==> config.mk <==
export PLATFORM = sky130hd
export DESIGN_NAME = tec_ctrl_io
export DESIGN_NICKNAME = d
export VERILOG_FILES = /design/src/rtl/tec_pkg.sv /design/src/rtl/tec_tick.sv /design/src/rtl/tec_debounce.sv /design/src/rtl/tec_ctrl_io.sv
export SDC_FILE = /design/constraint.sdc
export NUM_CORES = 1
export LEC_CHECK = 0
export CELL_PAD_IN_SITES_DETAIL_PLACEMENT = 1
export CELL_PAD_IN_SITES_GLOBAL_PLACEMENT = 1
export CORE_MARGIN = 3
export CORE_UTILIZATION = 52
export DETAILED_ROUTE_END_ITERATION = 8
export DONT_BUFFER_PORTS = 1
export MAX_ROUTING_LAYER = met4
export PLACE_DENSITY_LB_ADDON = 0.12
export SETUP_SLACK_MARGIN = 0.05
export SLEW_MARGIN = 30
export SYNTH_ARGS = -nofsm -noshare
export SYNTH_HDL_FRONTEND = slang
export SYNTH_SLANG_ARGS = --single-unit
==> constraint.sdc <==
create_clock -name clk -period 10.2 [get_ports clk]
set_input_delay 0.51 -clock clk [delete_from_list [all_inputs] [get_ports clk]]
set_output_delay 0.51 -clock clk [all_outputs]
set_load 0.02 [all_outputs]
==> src/rtl/tec_pkg.sv <==
package tec_pkg;

    // system clock and derived rates
    localparam int CLK_HZ         = 25_000_000;
    localparam int TICK_US        = 1000;
    localparam int TICK_CYCLES    = (CLK_HZ / 1_000_000) * TICK_US;
    localparam int DEBOUNCE_MS    = 10;
    localparam int DEBOUNCE_TICKS = (DEBOUNCE_MS * 1000 + TICK_US - 1) / TICK_US;

    // autozero capture window, percent of rated output
    localparam int AZ_WINDOW_PCT  = 10;

    // register offsets (byte addresses)
    localparam logic [7:0] REG_CTRL     = 8'h00;
    localparam logic [7:0] REG_STATUS   = 8'h04;
    localparam logic [7:0] REG_IRQ_STAT = 8'h08;
    localparam logic [7:0] REG_IRQ_MASK = 8'h0C;

    // control fields
    localparam int CTRL_POLICY_LSB = 0;
    localparam int CTRL_SWCLR_BIT  = 2;

    // status fields
    localparam int STAT_LIGHT_LSB  = 0;
    localparam int STAT_FAULT_BIT  = 2;
    localparam int STAT_AZ_BIT     = 3;
    localparam int STAT_SET2_BIT   = 4;
    localparam int STAT_SEL_BIT    = 5;
    localparam int STAT_ERRNOW_BIT = 6;

    // interrupt event bits
    localparam int IRQ_W          = 4;
    localparam int IRQ_FAULT_BIT  = 0;
    localparam int IRQ_LIGHT_BIT  = 1;
    localparam int IRQ_AZREJ_BIT  = 2;
    localparam int IRQ_AZCHG_BIT  = 3;

    // reset values
    localparam logic [1:0]       POLICY_RST = 2'h0;
    localparam logic [IRQ_W-1:0] MASK_RST   = 4'h0;

    // calibration selection policy codes
    localparam logic [1:0] POLICY_EXT  = 2'h0;
    localparam logic [1:0] POLICY_SET1 = 2'h1;
    localparam logic [1:0] POLICY_SET2 = 2'h2;

    // received light grades
    localparam logic [1:0] LIGHT_NORMAL = 2'h0;
    localparam logic [1:0] LIGHT_LOW    = 2'h1;
    localparam logic [1:0] LIGHT_INSUF  = 2'h2;

    typedef enum logic {
        TEC_AZ_IDLE,
        TEC_AZ_HOLD
    } tec_az_state_t;

endpackage

==> src/rtl/tec_tick.sv <==
`timescale 1ns/1ps
`default_nettype none

// free running divider giving a one-cycle enable every DIV cycles
module tec_tick #(
    parameter int DIV = 25000
) (
    input  wire logic clk,
    input  wire logic rstn,
    output logic      tick
);
    localparam int CW = $clog2(DIV);

    logic [CW-1:0] cnt_q;

    // wrap at DIV-1, pulse on the wrap
    always_ff @(posedge clk) begin
        if (!rstn) begin
            cnt_q <= '0;
            tick  <= 1'b0;
        end else if (cnt_q == CW'(DIV - 1)) begin
            cnt_q <= '0;
            tick  <= 1'b1;
        end else begin
            cnt_q <= cnt_q + 1'b1;
            tick  <= 1'b0;
        end
    end

endmodule

`default_nettype wire

==> src/rtl/tec_debounce.sv <==
`timescale 1ns/1ps
`default_nettype none

// two-flop synchroniser then a stable-for-n-ticks filter;
// pin_n low (shorted to return) means asserted
module tec_debounce #(
    parameter int TICKS = 10
) (
    input  wire logic clk,
    input  wire logic rstn,
    input  wire logic tick,
    input  wire logic pin_n,
    output logic      asserted
);
    localparam int CW = $clog2(TICKS + 1);

    logic          meta_q;
    logic          sync_q;
    logic [CW-1:0] cnt_q;

    // first flop feeds only the second; reset to open (not asserted)
    always_ff @(posedge clk) begin
        if (!rstn) begin
            meta_q <= 1'b1;
            sync_q <= 1'b1;
        end else begin
            meta_q <= pin_n;
            sync_q <= meta_q;
        end
    end

    // output follows only after TICKS agreeing samples
    always_ff @(posedge clk) begin
        if (!rstn) begin
            cnt_q    <= '0;
            asserted <= 1'b0;
        end else if (asserted == !sync_q) begin
            cnt_q <= '0;
        end else if (tick) begin
            if (cnt_q == CW'(TICKS - 1)) begin
                cnt_q    <= '0;
                asserted <= !sync_q;
            end else begin
                cnt_q <= cnt_q + 1'b1;
            end
        end
    end

endmodule

`default_nettype wire

==> src/rtl/tec_ctrl_io.sv <==
// Summary of operation
// - first alarm low while light is normal
// - second alarm low at low light
// - third alarm low at insufficient light
// - fault low on any error or light error
// - fault-clear input cancels error status
// - policy 0: select open set1, shorted set2
// - policy 1 or 2 forces set, ignores select
// - capture zeroes output only within ten percent
// - release acts only while autozero active
// - error latched until cause gone and cancelled
//
// Added by the designer: the address-and-strobe port and the placing of the registers.
`timescale 1ns/1ps
`default_nettype none

module tec_ctrl_io
    import tec_pkg::*;
#(
    parameter int          TICK_DIV     = TICK_CYCLES,
    parameter int          DB_TICKS     = DEBOUNCE_TICKS,
    parameter int          ERR_W        = 8,
    parameter int          TW           = 16,
    parameter logic [15:0] TORQUE_RATED = 16'h4E20
) (
    input  wire logic          clk,
    input  wire logic          rstn,
    input  wire logic [7:0]    addr,
    input  wire logic [31:0]   wdata,
    input  wire logic          wr_en,
    input  wire logic          rd_en,
    output logic      [31:0]   rdata,
    output logic               irq,
    input  wire logic          sel_n,
    input  wire logic          zero_cap_n,
    input  wire logic          zero_rel_n,
    input  wire logic          fault_clr_n,
    input  wire logic [1:0]    light_level,
    input  wire logic [ERR_W-1:0] err_src,
    input  wire logic signed [TW-1:0] torque_in,
    output logic               alarm_normal_n,
    output logic               alarm_low_n,
    output logic               alarm_insuf_n,
    output logic               fault_n,
    output logic               cal_set2,
    output logic               az_active,
    output logic signed [TW-1:0] torque_out
);

    // magnitude of a signed sample, one bit wider so the most
    // negative code does not wrap
    function automatic logic [TW:0] mag(input logic signed [TW-1:0] v);
        logic signed [TW:0] w;
        w = {v[TW-1], v};
        mag = w[TW] ? -w : w;
    endfunction

    // true when |v| * 100 <= rated * pct
    function automatic logic in_window(input logic signed [TW-1:0] v);
        logic [TW+7:0] lhs;
        logic [TW+7:0] rhs;
        lhs = (TW+8)'(mag(v)) * (TW+8)'(100);
        rhs = (TW+8)'(TORQUE_RATED) * (TW+8)'(AZ_WINDOW_PCT);
        in_window = (lhs <= rhs);
    endfunction

    // ------------------------------------------------------------
    // slow enable and input conditioning
    // ------------------------------------------------------------
    logic tick;

    tec_tick #(
        .DIV (TICK_DIV)
    ) u_tick (
        .clk  (clk),
        .rstn (rstn),
        .tick (tick)
    );

    logic sel_on;
    logic cap_on;
    logic rel_on;
    logic clr_on;

    // contacts bounce; each input is synchronised and filtered
    tec_debounce #(.TICKS(DB_TICKS)) u_db_sel (
        .clk      (clk),
        .rstn     (rstn),
        .tick     (tick),
        .pin_n    (sel_n),   // low = shorted to return
        .asserted (sel_on)
    );

    tec_debounce #(.TICKS(DB_TICKS)) u_db_cap (
        .clk      (clk),
        .rstn     (rstn),
        .tick     (tick),
        .pin_n    (zero_cap_n),
        .asserted (cap_on)
    );

    tec_debounce #(.TICKS(DB_TICKS)) u_db_rel (
        .clk      (clk),
        .rstn     (rstn),
        .tick     (tick),
        .pin_n    (zero_rel_n),
        .asserted (rel_on)
    );

    tec_debounce #(.TICKS(DB_TICKS)) u_db_clr (
        .clk      (clk),
        .rstn     (rstn),
        .tick     (tick),
        .pin_n    (fault_clr_n),
        .asserted (clr_on)
    );

    // previous levels for asserting-edge detection
    logic cap_q;
    logic rel_q;
    logic clr_q;

    always_ff @(posedge clk) begin
        if (!rstn) begin
            cap_q <= 1'b0;
            rel_q <= 1'b0;
            clr_q <= 1'b0;
        end else begin
            cap_q <= cap_on;
            rel_q <= rel_on;
            clr_q <= clr_on;
        end
    end

    // a held contact acts once, not every cycle
    logic cap_evt;
    logic rel_evt;
    logic clr_evt;

    assign cap_evt = cap_on & ~cap_q;
    assign rel_evt = rel_on & ~rel_q;
    assign clr_evt = clr_on & ~clr_q;

    // ------------------------------------------------------------
    // register bus decode
    // ------------------------------------------------------------
    logic [1:0]       policy_q;
    logic [IRQ_W-1:0] irq_stat_q;
    logic [IRQ_W-1:0] irq_mask_q;
    logic             sw_clr;

    logic wr_ctrl;
    logic wr_mask;
    logic rd_irq;

    assign wr_ctrl = wr_en && (addr == REG_CTRL);
    assign wr_mask = wr_en && (addr == REG_IRQ_MASK);
    assign rd_irq  = rd_en && (addr == REG_IRQ_STAT);
    assign sw_clr  = wr_ctrl && wdata[CTRL_SWCLR_BIT];

    // calibration policy; clear bit is a self-clearing strobe
    always_ff @(posedge clk) begin
        if (!rstn) begin
            policy_q <= POLICY_RST;
        end else if (wr_ctrl) begin
            policy_q <= wdata[CTRL_POLICY_LSB +: 2];
        end
    end

    always_ff @(posedge clk) begin
        if (!rstn) begin
            irq_mask_q <= MASK_RST;
        end else if (wr_mask) begin
            irq_mask_q <= wdata[IRQ_W-1:0];
        end
    end

    // ------------------------------------------------------------
    // light grade alarms
    // ------------------------------------------------------------
    logic [1:0] light_q;

    // open-collector alarms: low = transistor on
    always_ff @(posedge clk) begin
        if (!rstn) begin
            light_q        <= LIGHT_NORMAL;
            alarm_normal_n <= 1'b1;
            alarm_low_n    <= 1'b1;
            alarm_insuf_n  <= 1'b1;
        end else begin
            light_q        <= light_level;
            alarm_normal_n <= !(light_level == LIGHT_NORMAL);
            alarm_low_n    <= !(light_level == LIGHT_LOW);
            alarm_insuf_n  <= !(light_level == LIGHT_INSUF);
        end
    end

    // ------------------------------------------------------------
    // error latch
    // ------------------------------------------------------------
    logic err_now;
    logic err_q;
    logic err_set;
    logic err_cancel;

    // any listed error source or the light error counts
    assign err_now    = (|err_src) || (light_level == LIGHT_INSUF);
    assign err_set    = err_now & ~err_q;
    // cancel only once the cause has gone
    assign err_cancel = (clr_evt | sw_clr) & ~err_now;

    // set wins; cancel by input or software only
    always_ff @(posedge clk) begin
        if (!rstn) begin
            err_q <= 1'b0;
        end else if (err_now) begin
            err_q <= 1'b1;
        end else if (err_cancel) begin
            err_q <= 1'b0;
        end
    end

    always_ff @(posedge clk) begin
        if (!rstn) begin
            fault_n <= 1'b1;
        end else begin
            fault_n <= !(err_q | err_now);
        end
    end

    // ------------------------------------------------------------
    // calibration set selection
    // ------------------------------------------------------------
    // code 3 is undefined; it behaves as external select
    always_ff @(posedge clk) begin
        if (!rstn) begin
            cal_set2 <= 1'b0;
        end else begin
            case (policy_q)
                POLICY_SET1: cal_set2 <= 1'b0;
                POLICY_SET2: cal_set2 <= 1'b1;
                default:     cal_set2 <= sel_on;
            endcase
        end
    end

    // ------------------------------------------------------------
    // autozero
    // ------------------------------------------------------------
    tec_az_state_t    az_state_q;
    logic signed [TW-1:0] az_offset_q;
    logic             az_reject;
    logic             az_change;
    logic             az_ok;

    assign az_ok     = in_window(TW'(torque_in - az_offset_q));
    assign az_reject = cap_evt & ~az_ok;

    // an accepted capture wins if both edges land together; the window is judged
    // on the present output, so a re-zero while holding tests torque less the held offset
    always_ff @(posedge clk) begin
        if (!rstn) begin
            az_state_q  <= TEC_AZ_IDLE;
            az_offset_q <= '0;
            az_change   <= 1'b0;
        end else begin
            az_change <= 1'b0;
            case (az_state_q)
                TEC_AZ_IDLE: begin
                    if (cap_evt && az_ok) begin
                        az_state_q  <= TEC_AZ_HOLD;
                        az_offset_q <= torque_in;
                        az_change   <= 1'b1;
                    end
                end
                TEC_AZ_HOLD: begin
                    if (cap_evt && az_ok) begin
                        az_offset_q <= torque_in;
                        az_change   <= 1'b1;
                    end else if (rel_evt) begin
                        az_state_q  <= TEC_AZ_IDLE;
                        az_offset_q <= '0;
                        az_change   <= 1'b1;
                    end
                end
                default: begin
                    az_state_q  <= TEC_AZ_IDLE;
                    az_offset_q <= '0;
                end
            endcase
        end
    end

    // output follows torque, less the captured zero
    always_ff @(posedge clk) begin
        if (!rstn) begin
            az_active  <= 1'b0;
            torque_out <= '0;
        end else begin
            az_active  <= (az_state_q == TEC_AZ_HOLD);
            torque_out <= TW'(torque_in - az_offset_q);
        end
    end

    // ------------------------------------------------------------
    // interrupt status, read-to-clear, set wins over clear
    // ------------------------------------------------------------
    logic [IRQ_W-1:0] irq_evt;

    always_comb begin
        irq_evt                = '0;
        irq_evt[IRQ_FAULT_BIT] = err_set;
        irq_evt[IRQ_LIGHT_BIT] = (light_level != light_q);
        irq_evt[IRQ_AZREJ_BIT] = az_reject;
        irq_evt[IRQ_AZCHG_BIT] = az_change;
    end

    always_ff @(posedge clk) begin
        if (!rstn) begin
            irq_stat_q <= '0;
        end else if (rd_irq) begin
            irq_stat_q <= irq_evt;
        end else begin
            irq_stat_q <= irq_stat_q | irq_evt;
        end
    end

    // level output, registered so it lags status by one cycle
    always_ff @(posedge clk) begin
        if (!rstn) begin
            irq <= 1'b0;
        end else begin
            irq <= |(irq_stat_q & irq_mask_q);
        end
    end

    // ------------------------------------------------------------
    // read data, valid the cycle after the strobe
    // ------------------------------------------------------------
    logic [31:0] status_word;

    always_comb begin
        status_word                          = '0;
        status_word[STAT_LIGHT_LSB +: 2]     = light_q;
        status_word[STAT_FAULT_BIT]          = err_q;
        status_word[STAT_AZ_BIT]             = (az_state_q == TEC_AZ_HOLD);
        status_word[STAT_SET2_BIT]           = cal_set2;
        status_word[STAT_SEL_BIT]            = sel_on;
        status_word[STAT_ERRNOW_BIT]         = err_now;
    end

    // unmapped addresses read zero
    always_ff @(posedge clk) begin
        if (!rstn) begin
            rdata <= '0;
        end else if (rd_en) begin
            case (addr)
                REG_CTRL:     rdata <= {30'h0000_0000, policy_q};
                REG_STATUS:   rdata <= status_word;
                REG_IRQ_STAT: rdata <= {28'h000_0000, irq_stat_q};
                REG_IRQ_MASK: rdata <= {28'h000_0000, irq_mask_q};
                default:      rdata <= '0;
            endcase
        end else begin
            rdata <= '0;
        end
    end

endmodule

`default_nettype wire

==> results of run 1 <==
## kinds of logic after synthesis
| family | Yosys count |
|---|---|
| AND/OR/NAND/NOR | 303 |
| AO/OA/AOI/OAI | 164 |
| buffers and inverters | 127 |
| flip-flops | 108 |
| adder cells (fa/ha/maj) | 86 |
| XOR/XNOR | 63 |
| multiplexers | 31 |
| other | 1 |
## worst max path at each step
stage	start	end	slack (ns)	cells after the start
after detailed placement	torque_in[2]	az_offset_q[2]$_SDFFE_PN0P_	2.37	23
after floorplan	torque_in[0]	az_offset_q[10]$_SDFFE_PN0P_	3.35	26
final	az_offset_q[2]$_SDFFE_PN0P_	az_offset_q[8]$_SDFFE_PN0P_	2.56	24
after global routing	az_offset_q[10]$_SDFFE_PN0P_	az_offset_q[13]$_SDFFE_PN0P_	2.02	24
after CTS	az_offset_q[2]$_SDFFE_PN0P_	az_offset_q[2]$_SDFFE_PN0P_	2.51	24
after global placement	torque_in[10]	az_offset_q[11]$_SDFFE_PN0P_	2.64	22
## worst register-to-register path, delay by kind of cell (launching register included)
family | cells | cell delay [ns]
multiplexers | 1 | 0.26
buffers and inverters | 5 | 0.61
adder cells (fa/ha/maj) | 5 | 1.87
XOR/XNOR | 1 | 0.44
AND/OR/NAND/NOR | 3 | 1.03
flip-flops | 1 | 0.33
AO/OA/AOI/OAI | 9 | 3.05
## area by class of cell
class / instances / share of cell area
clock buffers: 9 / 0.0289
clock inverters: 6 / 0.00627
inverters: 82 / 0.0395
multi-input cells: 675 / 0.616
flip-flops and latches: 108 / 0.278
well taps: 180 / 0.0289
repair buffers: 3 / 0.00289
## Yosys cell counts (7+ instances only)
library cell / n
sky130_fd_sc_hd__nor3b_1: 14
sky130_fd_sc_hd__buf_4: 25
sky130_fd_sc_hd__clkbuf_1: 17
sky130_fd_sc_hd__nor4_1: 7
sky130_fd_sc_hd__fa_1: 12
sky130_fd_sc_hd__xor2_1: 25
sky130_fd_sc_hd__xnor2_1: 37
sky130_fd_sc_hd__nor3_1: 18
sky130_fd_sc_hd__nand2b_1: 18
sky130_fd_sc_hd__o21ai_0: 32
sky130_fd_sc_hd__mux2i_1: 27
sky130_fd_sc_hd__nor2_1: 83
sky130_fd_sc_hd__a21o_1: 8
sky130_fd_sc_hd__and2_1: 14
sky130_fd_sc_hd__and3_1: 9
sky130_fd_sc_hd__ha_1: 74
sky130_fd_sc_hd__inv_1: 82
sky130_fd_sc_hd__a211oi_1: 10
sky130_fd_sc_hd__nor2b_1: 17
sky130_fd_sc_hd__nand3_1: 24
sky130_fd_sc_hd__dfxtp_1: 108
sky130_fd_sc_hd__o211ai_1: 8
sky130_fd_sc_hd__nand2_1: 72
sky130_fd_sc_hd__a21oi_1: 43
## metrics by stage
| step | utilization | instance area, µm² | hold WS [ns] |
|---|---|---|---|
| final | 0.559 | 7790 | 0.235 |
| after global routing | 0.559 | 7790 | 0.220 |
| after CTS | 0.559 | 7790 | 0.216 |
| after detailed placement | 0.539 | 7510 | 0.400 |
| after global placement | 0.539 | 7510 | 0.389 |
| after floorplan | - | 7540 | 0.386 |
## per-layer routing
metal | up-vias | GRT usage | part of all wire | wire length (µm)
li1 | 2989 | - | - | -
met1 | 2963 | 0.270 | 0.42 | 7760
met3 | 34 | 0.0352 | 0.034 | 620
met5 | - | - | 0 | 0
met2 | 123 | 0.441 | 0.52 | 9530
met4 | 0 | 0.0804 | 0.025 | 459
## registers in the layout (all words and copies together) (netlist names), 2 cells and up
register	cells
u_db_clr.cnt_q	4
u_db_sel.cnt_q	4
u_db_cap.cnt_q	4
irq_mask_q	4
rdata	7
torque_out	16
irq_stat_q	4
u_tick.cnt_q	15
u_db_rel.cnt_q	4
light_q	2
az_offset_q	16
policy_q	2
## where the power goes
part	switching, W	internal (W)	total (W)
sequential	0.0000129	0.000431	0.000444
combinational	0.000735	0.000460	0.00120
clock	0.000167	0.000167	0.000334
==> out/summary.txt, run 1 <==
======================================================================================
Global-route usage over all layers                                               0.242
Top cells by area, synth                                                  sky130_fd_sc_hd__dfxtp_1 29%, sky130_fd_sc_hd__ha_1 12%, sky130_fd_sc_hd__xnor2_1 4.4%, sky130_fd_sc_hd__nor2_1 4.2%, sky130_fd_sc_hd__inv_1 4.1%
Number of buffers created by CTS                                                     9
Compound-Gate Fraction of Synth Area                                             0.152
Worst Tran Pin Value                                                          0.824 ns
Cts repair resizes                                                                   0
Detailed-routing iteration count for the pre-antenna-repair pass                     4
Number of max-slew violations in the final report                                    0
Outcome                                                                   finished, final reports clean
I/O Pins                                                                           129
Flip-flop and latch count after synthesis                                          108
Detailed-route vias per instance                                                  5.75
Cell accounting for the most synthesized area                             sky130_fd_sc_hd__dfxtp_1
Die outline height                                                              126 µm
Hold buffer count at CTS                                                             0
Initial antenna violation count                                                      0
Port bufs                                                                            0
Fraction of registers with async set or reset after synthesis                        0
Unrepaired setup endpoints after global routing                                  false
Starting utilization of the core area                                            0.534
Number of post-CTS setup repair buffers                                              0
Endpoint kind of the worst setup timing path                                 flip-flop
Final hold violation count                                                           0
Maximum Capacitance Violations                                                       0
Via count of the first global-routing pass                                       6,442
Setup total negative slack                                                        0 ns
Clock Skews                                                                  0.0100 ns
F_max                                                                        0.131 GHz
Die X-Extent                                                                    126 µm
Launching point of the worst reg2reg path                                 az_offset_q[2]$_SDFFE_PN0P_
Xor and xnor fraction of the mapped netlist area                                0.0752
Diode count                                                                          0
Commonest register cell after synthesis                                   sky130_fd_sc_hd__dfxtp_1
Launching element type of the critical path                                  flip-flop
DR iter-0 viols                                                                    279
Detailed-route via count                                                         6,109
Worst endpoint required time                                                  10.48 ns
TritonCTS clock tree                                                             built
Cell area after synthesis                                                  0.00744 mm²
Number of cells traversed by the worst hold path                                     1
Worst r2r dst                                                             az_offset_q[8]$_SDFFE_PN0P_
Avg Cell Area, Syn                                                            8.43 µm²
Setup Slack @ Placement                                                        2.37 ns
Worst Setup Slack, final                                                       2.56 ns
Peak supply drop                                                              0.129 mV
Sum of buffers and inverters on the critical path                                    5
End point of the worst hold path                                          u_db_sel.sync_q$_SDFF_PN1_
Clock latency reported for the late side of the worst-skew pair                0.36 ns
Number of sinks handled by clock tree synthesis                                    108
Post-route antenna net violation count                                               0
Hold path startpoint                                                              rstn
Critical-path cell with the highest stage delay                           sky130_fd_sc_hd__or4_1
Slowest stage delay, CP                                                        0.67 ns
Wire length of the first global-routing pass                                 30,700 µm
Number of nets in the final layout                                               1,039
Top fanout value on the critical path                                               16
Cell chosen for the clock root                                            sky130_fd_sc_hd__clkbuf_16
Commonest cells after routing, fill and taps aside                        108 x sky130_fd_sc_hd__dfxtp_1, 83 x sky130_fd_sc_hd__nor2_1, 82 x sky130_fd_sc_hd__inv_1
Share of cells above drive strength 1                                           0.0430
Total overflow reported by the global router                                         0
Final Critical Period                                                          7.64 ns
Fill cells                                                                       1,676
P&R area growth vs syn                                                           4.69%
Final estimated routing congestion in global placement                           0.815
Portion of the post-synthesis area used by sequential elements                   0.291
Cells traversed along the worst timing path                               inv_1 -> ha_1 -> o21ai_0 -> a2111oi_0 -> a211oi_1 -> nand3_1 -> or4_1 -> o31ai_1 -> xor2_1 -> inv_1 -> ha_1 -> ha_1 -> inv_1 -> fa_1 -> inv_1 -> ha_1 -> nand2_1 -> a21oi_1 -> o21ai_0 -> o311ai_0 -> o21ai_0 -> a2111oi_4 -> buf_4 -> mux2i_1
Bufs on Longest Clock Path                                                           2
Clk slew on worst S/H paths                                                    0.07 ns
Mux share of post-synthesis cell area                                           0.0454
Number of failing setup endpoints in the final timing report                         0
Max-Slew Margin vs Limit                                                         0.443
Cell type group with the largest total delay on the critical path         compound AO/OA/AOI/OAI gates
Number of remaining DRC errors                                                       0
Static power due to leakage                                                    3.21 nW
Multi-input gate area                                                      0.00480 mm²
Cell total after placement                                                       1,048
Number of cell instances on the worst register-to-register path                     24
Period utilisation layout                                                        0.749
Power consumption                                                            0.00197 W
Most common cell after layout, fill and taps aside                        sky130_fd_sc_hd__dfxtp_1
Cell count after synthesis                                                         883
Die Footprint                                                               0.0158 mm²
Setup slack of the most critical reg-to-reg path                               2.56 ns
Synth Area in Simple Gates                                                       0.201
Area occupied by registers                                                 0.00216 mm²
Final cell count without fillers                                                 1,063
Synth Area in Adders                                                             0.157
Path type of the worst min-delay path                                     input port to flip-flop
Proportion of netlist area held by the largest area contributor                  0.291
Total Wirelength                                                             18,400 µm
Core region area                                                            0.0139 mm²
Number of enable flip-flop cells after synthesis                                     0
Average wire per cell in the routed design                                     17.3 µm
Number of warning messages in the yosys log                                          0
HPWL reported at the end of detailed placement                               14,700 µm
PwrDens                                                                     253 mW/mm²
Critical path class                                                       flip-flop to flip-flop
Total number of placement rows                                                      43
Data arrival time of the critical path                                         7.92 ns
Number of distinct standard cells referenced by the synthesized netlist             69
Pin count of the biggest net entering global routing                                47
H-Tree Depth                                                                         3
Largest family of logic cells by synthesized area                         simple AND/OR/NAND/NOR gates
======================================================================================
Note: power is estimated with default switching activity, not from simulation.
==> run 2: changes to the inputs <==
CORE_UTILIZATION = 44   (was 52)
clock period = 6.92 ns   (was 10.2 ns; I/O delays follow)
==> out/summary.txt, run 2 (same netlist as run 1, synthesis figures left out) <==
===============================================================================
Outcome                                                            finished, final reports clean
Detailed-route via count                                                  6,221   +1.8%
I/O Pins                                                                    129   unchanged
Fill cells                                                                1,972   +18%
H-Tree Depth                                                                  3   unchanged
Detailed-route vias per instance                                           5.42   -5.7%
Bufs on Longest Clock Path                                                    2   unchanged
Wire length of the first global-routing pass                          31,700 µm   +3.0%
Global-route usage over all layers                                        0.215   -0.0263
Largest registers                                                  az_offset_q: 16 flops, torque_out: 16 flops, u_tick.cnt_q: 15 flops
Power share of the sequential group                                       0.198   -0.027
Hold path startpoint                                                       rstn
Clock Skews                                                           0.0117 ns   +0.00171 ns
Diode count                                                                   0   unchanged
Share of cells above drive strength 1                                     0.123   +0.0804
Core region area                                                     0.0162 mm²   +16%
Via count of the first global-routing pass                                6,656   +3.3%
Number of failing setup endpoints in the final timing report                  0   unchanged
Number of remaining DRC errors                                                0   unchanged
Worst r2r dst                                                      az_offset_q[15]$_SDFFE_PN0P_
End point of the worst hold path                                   u_db_sel.sync_q$_SDFF_PN1_
Worst Tran Pin Value                                                   0.640 ns   -0.185 ns
Number of max-slew violations in the final report                             0   unchanged
Final estimated routing congestion in global placement                    0.835   +2.5%
Critical-path cell with the highest stage delay                    sky130_fd_sc_hd__or4_4
Die outline height                                                       136 µm   +8.3%
Initial antenna violation count                                               0   unchanged
Top fanout value on the critical path                                         8   -8
Internal Dissipation                                                  0.00182 W   +72%
Path type of the worst min-delay path                              input port to flip-flop
Launching element type of the critical path                           flip-flop
Worst Setup Slack, final                                               0.282 ns   -2.28 ns
Setup slack of the most critical reg-to-reg path                        0.28 ns   -2.28 ns
Total overflow reported by the global router                                  0   unchanged
Power dissipated by switching net loads                               0.00148 W   +62%
DR iter-0 viols                                                             186   -33%
Number of cells traversed by the worst hold path                              1   unchanged
Total number of placement rows                                               46   +7.0%
Peak supply drop                                                       0.185 mV   +44%
Detailed-routing iteration count for the pre-antenna-repair pass              4   unchanged
Total Wirelength                                                      19,500 µm   +6.3%
Static power due to leakage                                             3.52 nW   +9.7%
Number of cell instances on the worst register-to-register path              27   +13%
Clk slew on worst S/H paths                                             0.07 ns   about the same
Critical path class                                                flip-flop to flip-flop
Fraction of power consumed by combinational cells                         0.648   +0.042
Endpoint kind of the worst setup timing path                          flip-flop
Worst endpoint required time                                            7.20 ns   -3.28 ns
Average wire per cell in the routed design                              17.0 µm   -1.6%
Clock latency reported for the late side of the worst-skew pair         0.36 ns   about the same
Pin count of the biggest net entering global routing                         47   unchanged
Number of buffers created by CTS                                              9   unchanged
Slowest stage delay, CP                                                 0.62 ns   -0.05 ns
Number of sinks handled by clock tree synthesis                             108   unchanged
F_max                                                                 0.151 GHz   +15%
Cell chosen for the clock root                                     sky130_fd_sc_hd__clkbuf_16
Max-Slew Margin vs Limit                                                  0.572   +0.129
Core Util, Final                                                          0.520   -0.0394
Switching fraction of total power                                         0.449   -0.0148
Final Critical Period                                                   6.64 ns   -1.00 ns
Launching point of the worst reg2reg path                          az_offset_q[0]$_SDFFE_PN0P_
Period utilisation layout                                                 0.959   +0.210
Setup Slack @ Placement                                               -0.192 ns   -2.56 ns
Starting utilization of the core area                                     0.458   -0.0755
Die X-Extent                                                             136 µm   +8.3%
TritonCTS clock tree                                                      built
PwrDens                                                              391 mW/mm²   +54%
HPWL reported at the end of detailed placement                        15,200 µm   +3.9%
Most common cell after layout, fill and taps aside                 sky130_fd_sc_hd__dfxtp_1
P&R area growth vs syn                                                    13.4%
Number of nets in the final layout                                        1,087   +4.6%
Data arrival time of the critical path                                  6.92 ns   -1.00 ns
Post-route antenna net violation count                                        0   unchanged
Final hold violation count                                                    0   unchanged
Port bufs                                                                     0   unchanged
Portion of total power attributed to the clock network                    0.153   -0.016
Die Footprint                                                        0.0185 mm²   +17%
Maximum Capacitance Violations                                                0   unchanged
Commonest cells after routing, fill and taps aside                 108 x sky130_fd_sc_hd__dfxtp_1, 83 x sky130_fd_sc_hd__nor2_1, 82 x sky130_fd_sc_hd__inv_1
===============================================================================
==> run 2: worst max-delay path by stage <==
stage	from	to	slack, ns	depth (start not counted)
3_5_place_dp	az_offset_q[10]$_SDFFE_PN0P_	az_offset_q[12]$_SDFFE_PN0P_	-0.19	23
5_1_grt	az_offset_q[3]$_SDFFE_PN0P_	az_offset_q[2]$_SDFFE_PN0P_	-0.1	27
6_report	az_offset_q[0]$_SDFFE_PN0P_	az_offset_q[15]$_SDFFE_PN0P_	0.28	27
3_3_place_gp	torque_in[10]	az_offset_q[12]$_SDFFE_PN0P_	-0.06	23
2_1_floorplan	torque_in[0]	az_offset_q[10]$_SDFFE_PN0P_	0.23	26
4_1_cts	az_offset_q[0]$_SDFFE_PN0P_	az_offset_q[4]$_SDFFE_PN0P_	0.05	25
==> run 2: timing repair <==
| item | in CTS | in global routing |
|---|---|---|
| endpoints found under the setup margin | 18 | 19 |
| pin swaps | 0 | 9 |
| buffers inserted | 0 | 4 |
| gates resized for setup | 4 | 39 |
| gates cloned | 0 | 1 |
| hold buffers | 0 | 0 |
==> run 2: area by class of cell <==
type	count	area, µm²	area share
Clock inverter	5	43.8	0.00519
Clock buffer	11	243	0.0288
Multi-Input combinational cell	675	4990	0.592
Sequential cell	108	2160	0.256
Inverter	82	308	0.0365
Tap cell	216	270	0.0320
Timing Repair Buffer	51	417	0.0494
==> run 2: power by group through the flow <==
stage | sequential, W | combinational [W] | clock [W]
after CTS | 0.000654 | 0.00198 | 0.000523
after floorplan | 0.000666 | 0.00135 | 0
after global placement | 0.000668 | 0.00186 | 0
after detailed placement | 0.000669 | 0.00195 | 0
after global routing | 0.000656 | 0.00237 | 0.000549
final | 0.000654 | 0.00214 | 0.000505
==> run 2: critical path, delay by kind of cell (launching register included) <==
kind | cells | cell delay (ns)
buffers and inverters | 7 | 0.77
AND/OR/NAND/NOR | 5 | 1.15
flip-flops | 1 | 0.35
AO/OA/AOI/OAI | 6 | 1.65
XOR/XNOR | 2 | 0.50
adder cells (fa/ha/maj) | 6 | 1.96
multiplexers | 1 | 0.19
==> run 2: through the flow <==
step	instances	total power (W)	TNS, ns	hold WS (ns)	instance area [µm²]
final	1148	0.00330	0	0.0629	8430
after detailed placement	1127	0.00262	-2.73	0.395	7900
after CTS	1143	0.00316	0	0.0521	8200
after global routing	1148	0.00358	-1.22	0.0476	8430
after global placement	1127	0.00253	-0.841	0.392	7900
after floorplan	910	0.00201	0	0.386	7540
==> run 2: per-layer routing <==
metal  share of wire  up-vias  global-route usage
met2            0.51      105               0.387
met4           0.017        0              0.0560
li1                -     3084                   -
met3           0.036       26              0.0366
met1            0.44     3006               0.248
met5               0        -                   -
